File: config.mk
export PLATFORM = sky130hd
export DESIGN_NAME = board_watchdog_timer
export DESIGN_NICKNAME = d
export VERILOG_FILES = /design/src/wdt_pkg.sv /design/src/board_watchdog_timer.sv
export VERILOG_INCLUDE_DIRS = /design/src
export SDC_FILE = /design/constraint.sdc
export NUM_CORES = 1
export LEC_CHECK = 0
export BUFFER_PORTS_ARGS = -buffer_cell sky130_fd_sc_hd__buf_2
export CAP_MARGIN = 15
export CELL_PAD_IN_SITES_DETAIL_PLACEMENT = 1
export CELL_PAD_IN_SITES_GLOBAL_PLACEMENT = 1
export CORE_AREA = 2 2 102 94
export DETAILED_ROUTE_END_ITERATION = 8
export DIE_AREA = 0 0 104 96
export PLACE_DENSITY_LB_ADDON = 0.25
export SKIP_LAST_GASP = 1
export SLEW_MARGIN = 20
export SYNTH_ARGS = -nofsm -noshare
export SYNTH_HDL_FRONTEND = slang
export SYNTH_SLANG_ARGS = --single-unit
File: constraint.sdc
create_clock -name clk_sys_in -period 7.18 [get_ports clk_sys_in]
set_input_delay 0.359 -clock clk_sys_in [delete_from_list [all_inputs] [get_ports clk_sys_in]]
set_output_delay 0.359 -clock clk_sys_in [all_outputs]
set_load 0.02 [all_outputs]
File: src/wdt_regs.svh
// Register map, field positions and timing counts of the board watchdog
`ifndef WDT_REGS_SVH
`define WDT_REGS_SVH
// ----------------------------------------------------------------
// Register byte addresses
// ----------------------------------------------------------------
`define WDT_ADDR_RESET_CAUSE 10'h285
`define WDT_ADDR_IRQ_ROUTING 10'h286
`define WDT_ADDR_CONTROL 10'h28c
// ----------------------------------------------------------------
// Field positions
// ----------------------------------------------------------------
`define WDT_EXPIRED_BIT 7
`define WDT_MODE_MSB 6
`define WDT_MODE_LSB 5
`define WDT_ARM_BIT 4
`define WDT_PERIOD_MSB 3
`define WDT_PERIOD_LSB 0
`define WDT_ROUTE_MSB 1
`define WDT_ROUTE_LSB 0
`define WDT_CAUSE_BIT 0
// ----------------------------------------------------------------
// Reset values and encodings
// ----------------------------------------------------------------
`define WDT_PERIOD_RST 4'h0
`define WDT_ROUTE_RST 2'h0
`define WDT_ROUTE_LINE5 2'h1
// ----------------------------------------------------------------
// Timing
// ----------------------------------------------------------------
`define WDT_CLK_NS 25
`define WDT_TICK_NS 125000000
`define WDT_TICK_CYC ((`WDT_TICK_NS) / (`WDT_CLK_NS))
`define WDT_RST_PULSE_NS 1000
`define WDT_RST_PULSE_CYC (((`WDT_RST_PULSE_NS) + (`WDT_CLK_NS) - 1) / (`WDT_CLK_NS))
`endif

File: src/wdt_pkg.sv
// Types shared by the board watchdog
package wdt_pkg;
	// Timeout behaviour select encodings
	typedef enum logic [1:0] {
		MODE_TIMER,
		MODE_RESET,
		MODE_IRQ,
		MODE_DUAL
	} mode_e;
	// Watchdog sequencing states
	typedef enum logic [1:0] {
		ST_DISARMED,
		ST_COUNTING,
		ST_GRACE,
		ST_EXPIRED
	} wdt_state_e;
	// Control register image
	typedef struct packed {
		logic expired_flag;
		mode_e timeout_behaviour_select;
		logic arm_retrigger_bit;
		logic [3:0] period_select;
	} ctrl_s;
endpackage

File: src/board_watchdog_timer.sv
// Board watchdog timer with control, routing and reset cause registers
`timescale 1ns/1ps
`include "wdt_regs.svh"

// Overview of operation
// - Four-bit period select, doubling from 0.125 s
// - Disarmed after power-on, nothing fires
// - Armed: disarm and mode change ignored
// - Retrigger write reloads selected period
// - Arm bit reads one while armed
// - Every timeout sets the expired flag
// - Writing one clears expired flag
// - Expired flag also cleared by power-on
// - Two-bit mode: timer, reset, irq, dual
// - Timer mode only sets the flag
// - Reset mode timeout forces hard reset
// - Interrupt mode raises irq, no reset
// - Dual first timeout: irq and auto reload
// - Dual second timeout unbroken: hard reset
// - Irq routing from separate routing register
// - Routing 00 off, 01 line five
// - Watchdog reset sets cause flag, W1C
module board_watchdog_timer #(
	parameter int unsigned TICK_CYCLES = `WDT_TICK_CYC // Clock cycles per 0.125 s tick
) (
	input wire logic clk_sys_in,
	input wire logic rst_n_in,
	input wire logic [9:0] addr_in,
	input wire logic [7:0] wr_data_in,
	input wire logic wr_en_in,
	input wire logic rd_en_in,
	output logic [7:0] rd_data_out,
	output logic irq_line5_out,
	output logic hard_reset_out
);
	// ----------------------------------------------------------------
	// Declarations
	// ----------------------------------------------------------------
	localparam int unsigned RST_PULSE = `WDT_RST_PULSE_CYC; // Hard reset width
	wdt_pkg::wdt_state_e state_ff; // Sequencer state
	wdt_pkg::mode_e mode_ff; // Selected behaviour
	wdt_pkg::ctrl_s ctrl_rd; // Control read image
	logic [3:0] period_ff; // Selected period code
	logic [1:0] route_ff; // Interrupt routing field
	logic [22:0] tick_cnt_ff; // Prescaler
	logic [15:0] cnt_ff; // Countdown in ticks
	logic [15:0] load_val; // Reload value from write data
	logic [15:0] period_val; // Reload value from held period
	logic [5:0] rst_cnt_ff; // Hard reset pulse counter
	logic expired_ff; // Sticky expired flag
	logic irq_pend_ff; // Interrupt pending
	logic cause_ff; // Watchdog reset cause
	logic irq_ff; // Routed interrupt
	logic rst_out_ff; // Hard reset drive
	logic [7:0] rd_data_ff; // Read data
	logic armed; // Watchdog armed
	logic wr_ctrl; // Control register write
	logic rd_ctrl; // Control register read
	logic arm_req; // Arm or retrigger
	logic tick; // Prescaler wrap
	logic timeout; // Countdown expiry
	logic fire_reset; // Watchdog asks for hard reset
	logic clr_expired; // Software clears expired flag

	// Ticks to load for a period code: two to the code, minus one
	function automatic logic [15:0] period_ticks(input logic [3:0] sel);
		period_ticks = (16'h1 << sel) - 16'h1;
	endfunction

	// ----------------------------------------------------------------
	// Bus decode
	// ----------------------------------------------------------------
	assign wr_ctrl = wr_en_in && (addr_in == `WDT_ADDR_CONTROL);
	assign rd_ctrl = rd_en_in && (addr_in == `WDT_ADDR_CONTROL);
	assign arm_req = wr_ctrl && wr_data_in[`WDT_ARM_BIT];
	assign clr_expired = wr_ctrl && wr_data_in[`WDT_EXPIRED_BIT];
	assign armed = (state_ff != wdt_pkg::ST_DISARMED);
	assign load_val = period_ticks(wr_data_in[`WDT_PERIOD_MSB:`WDT_PERIOD_LSB]);
	assign period_val = period_ticks(period_ff);
	assign tick = (tick_cnt_ff == 23'(TICK_CYCLES - 1));
	// Expiry only while counting or in the grace stage
	assign timeout = tick && (cnt_ff == 16'h0)
		&& (state_ff == wdt_pkg::ST_COUNTING || state_ff == wdt_pkg::ST_GRACE);
	// Reset mode, or dual second stage with no retrigger between
	assign fire_reset = timeout && ((mode_ff == wdt_pkg::MODE_RESET)
		|| (mode_ff == wdt_pkg::MODE_DUAL && state_ff == wdt_pkg::ST_GRACE));

	// ----------------------------------------------------------------
	// Configuration registers
	// ----------------------------------------------------------------
	// Mode locks once armed; power-on reset is the only unlock
	always_ff @(posedge clk_sys_in) begin
		if (!rst_n_in) begin
			mode_ff <= wdt_pkg::MODE_TIMER;
		end else if (wr_ctrl && !armed) begin
			mode_ff <= wdt_pkg::mode_e'(wr_data_in[`WDT_MODE_MSB:`WDT_MODE_LSB]);
		end
	end

	// Period code stays writable; it sets the next reload
	always_ff @(posedge clk_sys_in) begin
		if (!rst_n_in) begin
			period_ff <= `WDT_PERIOD_RST;
		end else if (wr_ctrl) begin
			period_ff <= wr_data_in[`WDT_PERIOD_MSB:`WDT_PERIOD_LSB];
		end
	end

	// Interrupt routing field in its own register
	always_ff @(posedge clk_sys_in) begin
		if (!rst_n_in) begin
			route_ff <= `WDT_ROUTE_RST;
		end else if (wr_en_in && addr_in == `WDT_ADDR_IRQ_ROUTING) begin
			route_ff <= wr_data_in[`WDT_ROUTE_MSB:`WDT_ROUTE_LSB];
		end
	end

	// ----------------------------------------------------------------
	// Tick and countdown
	// ----------------------------------------------------------------
	// Prescaler restarts on every load so a period is exact
	always_ff @(posedge clk_sys_in) begin
		if (!rst_n_in || arm_req || tick) begin
			tick_cnt_ff <= 23'h0;
		end else begin
			tick_cnt_ff <= tick_cnt_ff + 23'h1;
		end
	end

	// Countdown load, dual stage reload, decrement
	always_ff @(posedge clk_sys_in) begin
		if (!rst_n_in) begin
			cnt_ff <= 16'h0;
		end else if (arm_req) begin
			cnt_ff <= load_val;
		end else if (timeout && mode_ff == wdt_pkg::MODE_DUAL && state_ff == wdt_pkg::ST_COUNTING) begin
			cnt_ff <= period_val;
		end else if (tick && cnt_ff != 16'h0) begin
			cnt_ff <= cnt_ff - 16'h1;
		end
	end

	// ----------------------------------------------------------------
	// Sequencer
	// ----------------------------------------------------------------
	// Never returns to disarmed except by power-on reset
	always_ff @(posedge clk_sys_in) begin
		if (!rst_n_in) begin
			state_ff <= wdt_pkg::ST_DISARMED;
		end else begin
			unique case (state_ff)
				// Arming, or retrigger after a stopped timeout
				wdt_pkg::ST_DISARMED, wdt_pkg::ST_EXPIRED: begin
					if (arm_req) begin
						state_ff <= wdt_pkg::ST_COUNTING;
					end
				end
				// Retrigger keeps counting; dual mode enters grace
				wdt_pkg::ST_COUNTING: begin
					if (timeout && !arm_req) begin
						state_ff <= (mode_ff == wdt_pkg::MODE_DUAL) ? wdt_pkg::ST_GRACE : wdt_pkg::ST_EXPIRED;
					end
				end
				wdt_pkg::ST_GRACE: begin
					// Retrigger resumes normal counting
					if (arm_req) begin
						state_ff <= wdt_pkg::ST_COUNTING;
					end else if (timeout) begin
						state_ff <= wdt_pkg::ST_EXPIRED;
					end
				end
			endcase
		end
	end

	// ----------------------------------------------------------------
	// Status flags
	// ----------------------------------------------------------------
	// Expired flag: set wins over clear; power-on also resets it
	always_ff @(posedge clk_sys_in) begin
		if (!rst_n_in) begin
			expired_ff <= 1'b0;
		end else if (timeout) begin
			expired_ff <= 1'b1;
		end else if (clr_expired) begin
			expired_ff <= 1'b0;
		end
	end

	// Interrupt pending until the expired flag is cleared
	always_ff @(posedge clk_sys_in) begin
		if (!rst_n_in) begin
			irq_pend_ff <= 1'b0;
		end else if (timeout && (mode_ff == wdt_pkg::MODE_IRQ || mode_ff == wdt_pkg::MODE_DUAL)) begin
			irq_pend_ff <= 1'b1;
		end else if (clr_expired) begin
			irq_pend_ff <= 1'b0;
		end
	end

	// Routed interrupt line, driven from a flop
	always_ff @(posedge clk_sys_in) begin
		if (!rst_n_in) begin
			irq_ff <= 1'b0;
		end else begin
			irq_ff <= irq_pend_ff && (route_ff == `WDT_ROUTE_LINE5);
		end
	end

	// Reset cause flag: set wins over write-one clear
	always_ff @(posedge clk_sys_in) begin
		if (!rst_n_in) begin
			cause_ff <= 1'b0;
		end else if (fire_reset) begin
			cause_ff <= 1'b1;
		end else if (wr_en_in && addr_in == `WDT_ADDR_RESET_CAUSE && wr_data_in[`WDT_CAUSE_BIT]) begin
			cause_ff <= 1'b0;
		end
	end

	// ----------------------------------------------------------------
	// Hard reset pulse
	// ----------------------------------------------------------------
	// Fixed-width pulse; this block is on power-on reset only
	always_ff @(posedge clk_sys_in) begin
		if (!rst_n_in) begin
			rst_cnt_ff <= 6'h0;
			rst_out_ff <= 1'b0;
		end else if (fire_reset) begin
			rst_cnt_ff <= 6'(RST_PULSE - 1);
			rst_out_ff <= 1'b1;
		end else if (rst_cnt_ff != 6'h0) begin
			rst_cnt_ff <= rst_cnt_ff - 6'h1;
		end else begin
			rst_out_ff <= 1'b0;
		end
	end

	// ----------------------------------------------------------------
	// Read path
	// ----------------------------------------------------------------
	always_comb begin
		ctrl_rd.expired_flag = expired_ff;
		ctrl_rd.timeout_behaviour_select = mode_ff;
		ctrl_rd.arm_retrigger_bit = armed;
		ctrl_rd.period_select = period_ff;
	end

	// Data stands only in the cycle after the read strobe
	always_ff @(posedge clk_sys_in) begin
		if (!rst_n_in || !rd_en_in) begin
			rd_data_ff <= 8'h0;
		end else begin
			unique case (addr_in)
				`WDT_ADDR_CONTROL: rd_data_ff <= ctrl_rd;
				`WDT_ADDR_IRQ_ROUTING: rd_data_ff <= {6'h0, route_ff};
				`WDT_ADDR_RESET_CAUSE: rd_data_ff <= {7'h0, cause_ff};
				default: rd_data_ff <= 8'h0; // Unmapped reads zero
			endcase
		end
	end

	assign rd_data_out = rd_data_ff;
	assign irq_line5_out = irq_ff;
	assign hard_reset_out = rst_out_ff;
endmodule // board_watchdog_timer

==> metrics.yaml, run 1 <==
start_kind: "input pin"
syn_inst: 494
r2r_end: "cnt_ff[10]"
yosysTopAreaCell: "dfxtp_1"
firstDrtPassIters: 4
ant_nets: 0
vdd_drop_max_v: 0.0000955
placeableCoreArea_um2: 8920
tightest_slew_ps: 923
place_congestion: 0.909
hold_depth: 3
synth_seq_cells: 68
portBuffers: 31
initial_core_util_pct: 43.9
finalSetupViolCount: 0
path_clk_slew_ps: 80
drive_above_1_share_pct: 14.7
yosys_warnings: 0
hold_path.class: "input pin to register"
cts_tree: "yes"
startpoint: "addr_in[5]"
grt-ovfl-total: 0
synthTopCellsByArea: "dfxtp_1, nor2_1, nand2_1"
fp-row-count: 33
maxSlewViolCount: 0
layout.nets: 542
die_y_um: 96
utilization_pct: 48.5
cts.sinks: 68
place_hpwl_um: 8170
rr_worst_depth: 13
clk_path_buf_depth: 2
die_area_um2: 9980
design_area_um2: 4330
syn_to_final_growth_pct: 10.7
yosysSeqAreaShare_pct: 34.8
vias_per_cell: 5.76
fmax_ghz: 0.279
ys_async_sr_fraction_pct: 0
drc: 0
cp_common_cell: "or4_1"
drv_cap: 0
hp-start: "wr_data_in[5]"
cts-root-buf: "clkbuf_8"
finalSetupTns_ps: 0
crit_fanout: 18
ys_types: 66
synth_fp_nets: 522
holdPathEnd: "mode_ff[0]"
cp-end-kind: "register"
r2r-start: "state_ff[1]"
dominantRegCellSynth: "dfxtp_1"
wl_per_cell_um: 17.4
synth-edff-count: 0
final_common_cell: "dfxtp_1"
htreeDepth: 3
cts_buffers: 9
drt_iter0_markers: 282
power.density_nw_per_um2: 193
place_area_um2: 4140
finalCritPeriodShare_pct: 49.8
crit_chain: "buf_2, or4b_4, or4_1, and2_1, a31oi_1, ha_1, inv_1, a211oi_2, nand2_4, or4_1, o211ai_1"
vias: 3688
die_w_um: 104
postCtsResizedCells: 0
cts.hold.buffers_added: 0
arrival_ps: 3850
antenna_found_initial: 0
slowest_delay_ps: 810
crit_slowest_cell: "or4_1"
postSynthAreaPerCell_um2: 7.92
timing_worst_setup_path_type: "input pin to register"
worstPathRequired_ps: 7450
wirelength_um: 11100
grt_max_degree: 30
grt_pass1_vias: 3640
cts_post_setup_buffers_inserted: 0
relSlewSlack_pct: 37.9
antennaDiodeCount: 0
synth_top_area_share_pct: 34.8
grtUsageTotal_pct: 23.1
boundaryPins: 32
syn-cell-area_um2: 3910
grt_pass1_wl_um: 18400
final_hold_viol_count: 0
status: "finished, final reports clean"
clkLatencyLatePin_ps: 350
layout_common_cells: "dfxtp_1, nor2_1, nand2_1"
cellLeakagePower_uw: 0.00163
rsz0062_at_grt: "false"
period_needed_ps: 3580
skew_ps: 6.85
ff2ff_setup_slack_ps: 3940
[layer usage]
layer | part of all wire, % | global-route usage (%) | up-vias | wire [µm]
met4 | 0.78 | 4.73 | 0 | 87
met1 | 46 | 30.0 | 1759 | 5160
met5 | 0 | 0 | - | 0
li1 | - | - | 1809 | -
met2 | 46 | 39.3 | 112 | 5130
met3 | 6.9 | 5.69 | 8 | 772
[flip-flops by register name, summed over array words and instances (netlist names)]
register / count
mode_ff: 2
tick_cnt_ff: 23
irq_line5_out: 1
rst_cnt_ff: 6
route_ff: 2
expired_ff: 1
rd_data_out: 8
period_ff: 4
state_ff: 2
irq_pend_ff: 1
hard_reset_out: 1
cnt_ff: 16
cause_ff: 1
[cell families after synthesis]
group           synth area share [%]
xor+xnor                        6.49
simple gates                    32.9
fa+ha+maj                       1.92
buf+inv                         4.06
compound gates                  16.2
flops                           34.8
mux                             3.55
[critical path: cells and delay by family]
kind	cells	cell delay, ps
and+or+nand+nor	5	2240
AOI/OAI and AO/OA	3	850
adders and majority gates	1	240
buffers and inverters	2	160
[worst max-delay path by stage]
stage                     cells after the start  slack [ps]    endpoint
after floorplan                              12        3830  cnt_ff[10]
after global placement                       12        3430  cnt_ff[10]
after detailed placement                     11        3310  cnt_ff[10]
after CTS                                    11        3670  cnt_ff[10]
after global routing                         12        3400   cnt_ff[8]
final                                        11        3600  cnt_ff[10]
[report_power, final]
part | switching [µW] | leakage [µW] | internal [µW] | total [µW]
clock | 159 | 0.0000955 | 159 | 318
combinational | 63.9 | 0.000987 | 49.1 | 113
sequential | 14.0 | 0.000549 | 392 | 406
[final cells by class]
cell class | count | area, µm²
clock inverters | 6 | 65.1
repair buffers | 35 | 185
flip-flops and latches | 68 | 1360
fillers | 1122 | 4590
well taps | 122 | 153
inverters | 11 | 41.3
multi-input cells | 389 | 2400
clock buffers | 9 | 124
[synthesized netlist by cell type, drive strengths merged, types with 2 or more instances]
cell / instances
ha: 6
nand3b: 2
mux2i: 6
xnor2: 12
nor4: 13
o31a: 3
or3b: 2
a31o: 2
a21oi: 31
o22ai: 3
nand2: 54
a21o: 3
nor3b: 4
inv: 10
nor3: 18
nor2: 67
nand2b: 9
nor2b: 4
nand3: 31
a31oi: 3
buf: 4
o21ai: 15
nand4: 12
and2: 8
clkbuf: 22
xor2: 17
a211oi: 7
a22oi: 2
or4b: 2
nor4b: 3
o311ai: 2
o211ai: 3
nand4b: 2
o31ai: 4
mux2: 7
dfxtp: 68
or2: 2
and3: 3
a211o: 2
or3: 7
or4: 4
o311a: 2
[per-stage QoR]
step | hold WS, ps | std cells | setup WS, ps | total power (µW)
after floorplan | 420 | 494 | 3830 | 498
after global placement | 442 | 625 | 3430 | 518
after detailed placement | 440 | 625 | 3310 | 528
after CTS | 264 | 640 | 3670 | 847
after global routing | 289 | 640 | 3400 | 878
final | 274 | 640 | 3600 | 837
Power figures use the tool's default switching activity.
==> run 2: changes to the inputs <==
CORE_AREA = 2 2 108 99   (was 2 2 102 94)
DIE_AREA = 0 0 110 101   (was 0 0 104 96)
clock period = 3.1 ns   (was 7.18 ns; I/O delays follow)
==> metrics.yaml, run 2 (synthesis results as in run 1) <==
status: "finished, final reports clean"
wl_per_cell_um: 17.3  # -0.66%
top_register: "tick_cnt_ff"
grt_pass1_wl_um: 19300  # +4.8%
syn_to_final_growth_pct: 18.6
drive_above_1_share_pct: 21.7  # +7.0 points
crit_chain: "nor4b_4, nand4_1, or4b_4, or4_4, o311a_4, nand2_4, buf_4, nor4_2, a211o_1"
vdd_drop_max_v: 0.000321  # +240%
grtUsageTotal_pct: 22.4  # -0.70 points
fmax_ghz: 0.336
preCtsSetupSlack_ps: -81.8  # -3390 ps
die_w_um: 110  # +5.8%
timing_worst_setup_path_type: "register to register"
cellLeakagePower_uw: 0.00181  # +11%
firstDrtPassIters: 4  # unchanged
period_needed_ps: 2980
setup_slack_ps: 122  # -3480 ps
r2r-start: "tick_cnt_ff[11]"
slowest_delay_ps: 580  # -230 ps
cts-root-buf: "clkbuf_8"
skew_ps: 16.5  # +9.63 ps
tightest_slew_ps: 957  # +34.2 ps
hp-start: "wr_data_in[5]"
placeableCoreArea_um2: 10000  # +12%
ant_nets: 0  # unchanged
crit_fanout: 6  # -12
final_hold_viol_count: 0  # unchanged
antenna_found_initial: 0  # unchanged
layout.nets: 572  # +5.5%
worstPathRequired_ps: 3340  # -4110 ps
finalSetupViolCount: 0  # unchanged
total_power_uw: 1970  # +130%
arrival_ps: 3210  # -640 ps
fp-row-count: 35  # +6.1%
power.density_nw_per_um2: 424  # +120%
cts.sinks: 68  # unchanged
grt-ovfl-total: 0  # unchanged
layout_common_cells: "nor2_1, dfxtp_1, nand2_1"
grt_pass1_vias: 3890  # +6.9%
boundaryPins: 32  # unchanged
place_congestion: 0.944  # +3.8%
cts_tree: "yes"
finalCritPeriodShare_pct: 96.1
cp-end-kind: "register"
fill_cells: 1253  # +12%
cts_buffers: 9  # unchanged
startpoint: "tick_cnt_ff[11]"
drv_cap: 0  # unchanged
largest_reg_flops: 23  # unchanged
cts.hold.buffers_added: 0  # unchanged
start_kind: "register"
clkLatencyLatePin_ps: 360  # about the same
die_area_um2: 11100  # +11%
crit_slowest_cell: "or4b_4"
place_hpwl_um: 8750  # +7.1%
vias: 3877  # +5.1%
initial_core_util_pct: 39.0  # -4.9 points
portBuffers: 31  # unchanged
vias_per_cell: 5.72  # -0.77%
relSlewSlack_pct: 35.9  # -2.0 points
die_y_um: 101  # +5.2%
drc: 0  # unchanged
drt_iter0_markers: 232  # -18%
wirelength_um: 11700  # +5.2%
grt_max_degree: 27  # -10%
maxSlewViolCount: 0  # unchanged
antennaDiodeCount: 0  # unchanged
hold_path.class: "input pin to register"
final_common_cell: "nor2_1"
path_clk_slew_ps: 80  # about the same
clk_path_buf_depth: 2  # unchanged
htreeDepth: 3  # unchanged
run 2: changes by cell type in the layout (fill, tap and decap cells not counted), sizes merged:
cell | previous run | this run
clkinvlp | 1 | 0
clkinv | 4 | 6
buf | 35 | 65
run 2: power by group:
part	switching (µW)	total, µW	leakage [µW]	internal (µW)
Combinational	146	265	0.00116	119
Sequential	32.0	941	0.000551	909
Clock	385	761	0.000104	376
Total	563	1970	0.00181	1400
run 2: area by class of cell:
| class | count | area (µm²) | area share, % |
|---|---|---|---|
| Clock buffer | 9 | 124 | 2.67 |
| Clock inverter | 7 | 75.1 | 1.62 |
| Inverter | 11 | 41.3 | 0.890 |
| Multi-Input combinational cell | 389 | 2460 | 53.1 |
| Sequential cell | 68 | 1370 | 29.4 |
| Tap cell | 129 | 161 | 3.48 |
| Timing Repair Buffer | 65 | 410 | 8.85 |
run 2: what timing repair did:
| action | 4_1_cts | 5_1_grt |
|---|---|---|
| resized for setup | 0 | 12 |
| buffers inserted | 0 | 3 |
| setup endpoints to repair | 0 | 6 |
run 2: final timing paths:
path	end	slack, ps	depth (start not counted)
min	mode_ff[0]	40	3
max reg2reg	cnt_ff[14]	120	9
max	cnt_ff[14]	120	9
min reg2reg	hard_reset_out	460	2
run 2: per-stage QoR:
step           hold WS [ps]  cell area (µm²)  setup TNS (ps)  std cells  utilization, %
6_report               44.3             4640               0        678            46.3
5_1_grt                49.4             4640           -21.0        678            46.3
4_1_cts                34.6             4560               0        675            45.5
3_5_place_dp            409             4370            -266        659            43.5
3_3_place_gp            399             4370           -47.1        659            43.5
2_1_floorplan           299             3920               0        494               -
run 2: metal layers:
| layer | global-route usage (%) | part of all wire, % |
|---|---|---|
| met1 | 29.8 | 47 |
| met2 | 35.6 | 45 |
| met5 | 0 | 0 |
| met3 | 4.65 | 5.4 |
| met4 | 7.98 | 1.8 |
run 2: critical path, delay by kind of cell (launching register included):
family | cells | cell delay, ps
compound gates | 2 | 700
flops | 1 | 410
buf+inv | 1 | 120
simple gates | 6 | 1640
==> run 3: changes to the inputs <==
CORE_AREA = 2 2 105 97   (was 2 2 108 99)
CTS_BUF_LIST = sky130_fd_sc_hd__clkbuf_4 sky130_fd_sc_hd__clkbuf_8   (was default)
DIE_AREA = 0 0 107 99   (was 0 0 110 101)
MAX_ROUTING_LAYER = met4   (was default)
==> metrics.yaml, run 3 (synthesis results as in run 1) <==
clkLatencyLatePin_ps: 350  # about the same
htreeDepth: 3  # unchanged
layout_common_cells: "nor2_1, dfxtp_1, nand2_1"
cts_tree: "yes"
arrival_ps: 3200  # about the same
cts-root-buf: "clkbuf_8"
ant_nets: 0  # unchanged
largest_reg_flops: 23  # unchanged
preCtsSetupSlack_ps: -184  # -102 ps
utilization_pct: 48.8  # +2.6 points
timing_worst_setup_path_type: "register to register"
firstDrtPassIters: 4  # unchanged
antenna_found_initial: 0  # unchanged
worstPathRequired_ps: 3340  # about the same
fp-row-count: 34  # -2.9%
maxSlewViolCount: 0  # unchanged
portBuffers: 31  # unchanged
setup_slack_ps: 141  # +18.6 ps
grt-ovfl-total: 0  # unchanged
finalSetupViolCount: 0  # unchanged
wirelength_um: 12000  # +2.2%
skew_ps: 10.7  # -5.78 ps
die_w_um: 107  # -2.7%
path_clk_slew_ps: 90  # about the same
final_common_cell: "nor2_1"
fmax_ghz: 0.338  # +0.63%
cts.sinks: 68  # unchanged
boundaryPins: 32  # unchanged
vdd_drop_max_v: 0.000229  # -29%
grt_pass1_wl_um: 20000  # +3.9%
ff2ff_setup_slack_ps: 140  # +20 ps
hold_ws_ps: 35.4  # -8.97 ps
die_y_um: 99  # -2.0%
top_layer: "met4"
grt_max_degree: 27  # unchanged
dr_wl_met3_um: 514  # -19%
placeableCoreArea_um2: 9490  # -5.4%
status: "finished, final reports clean"
grtUsageTotal_pct: 24.4  # +2.0 points
finalSetupTns_ps: 0  # unchanged
wl_met2_um: 5620  # +5.6%
place_hpwl_um: 8670  # -0.82%
drt_iter0_markers: 268  # +16%
relSlewSlack_pct: 42.9  # +7.1 points
place_congestion: 0.921  # -2.4%
cp-end-kind: "register"
period_needed_ps: 2960  # -18.6 ps
syn_to_final_growth_pct: 18.4
antennaDiodeCount: 0  # unchanged
drc: 0  # unchanged
drv_cap: 0  # unchanged
power.density_nw_per_um2: 426  # +0.56%
cts.hold.buffers_added: 0  # unchanged
initial_core_util_pct: 41.2  # +2.2 points
start_kind: "register"
fin_cells: 675  # -0.44%
final_hold_viol_count: 0  # unchanged
cellLeakagePower_uw: 0.00179  # -1.1%
layout.nets: 572  # unchanged
finalCritPeriodShare_pct: 95.5  # -0.60 points
dp_cells: 657  # -0.30%
hold_path.class: "input pin to register"
wl_per_cell_um: 17.8  # +2.7%
drive_above_1_share_pct: 21.5  # -0.18 points
wl_met1_um: 5720  # +2.7%
vias_per_cell: 5.71  # about the same
cts_buffers: 9  # unchanged
vias: 3857  # -0.52%
tightest_slew_ps: 851  # -107 ps
top_register: "tick_cnt_ff"
clk_path_buf_depth: 2  # unchanged
grt_pass1_vias: 3894  # +0.10%
die_area_um2: 10600  # -4.7%
crit_fanout: 6  # unchanged
[run 3: timing repair]
item	in CTS	in global routing
gates resized for setup	0	12
buffers inserted	0	2
endpoints found under the setup margin	0	6
[run 3: where the power goes]
group	switching, µW	leakage (µW)	internal, µW	total [µW]
logic	150	0.00115	119	269
registers	30.6	0.000551	909	939
clock network	391	0.0000918	374	765
total	572	0.00179	1400	1970
[run 3: metal layers]
layer | global-route usage (%) | vias to the layer above
met1 | 32.3 | 1888
met3 | 3.64 | 13
li1 | - | 1873
met2 | 39.5 | 83
met5 | - | -
met4 | 5.39 | 0
[run 3: stage by stage]
stage	area, µm²	power, µW
floorplan	3920	1150
global placement	4370	1210
detailed placement	4370	1230
CTS	4570	1990
global route	4630	2080
finish	4630	1970
[run 3: layout make-up]
class | count | area [µm²]
Multi-Input combinational cell | 389 | 2460
Timing Repair Buffer | 65 | 410
Clock buffer | 9 | 124
Clock inverter | 7 | 75.1
Fill cell | 1189 | 4850
Sequential cell | 68 | 1370
Inverter | 11 | 41.3
Tap cell | 126 | 158
[run 3: worst paths after layout]
kind             startpoint              to  cells after the start
min           wr_data_in[6]      mode_ff[1]                      3
max reg2reg  tick_cnt_ff[7]      cnt_ff[14]                      9
min reg2reg  tick_cnt_ff[0]  tick_cnt_ff[0]                      1
max          tick_cnt_ff[7]      cnt_ff[14]                      9
[run 3: worst max-delay path, cell delays in order, from the launching register on]
cell and delay [ps]:
dfxtp_1 370, nor4b_1 350, nand2_1 130, or4b_4 570, or4_4 490, o311a_4 430, nand2_4 80, buf_4 110
nor4_1 40, a211o_1 280
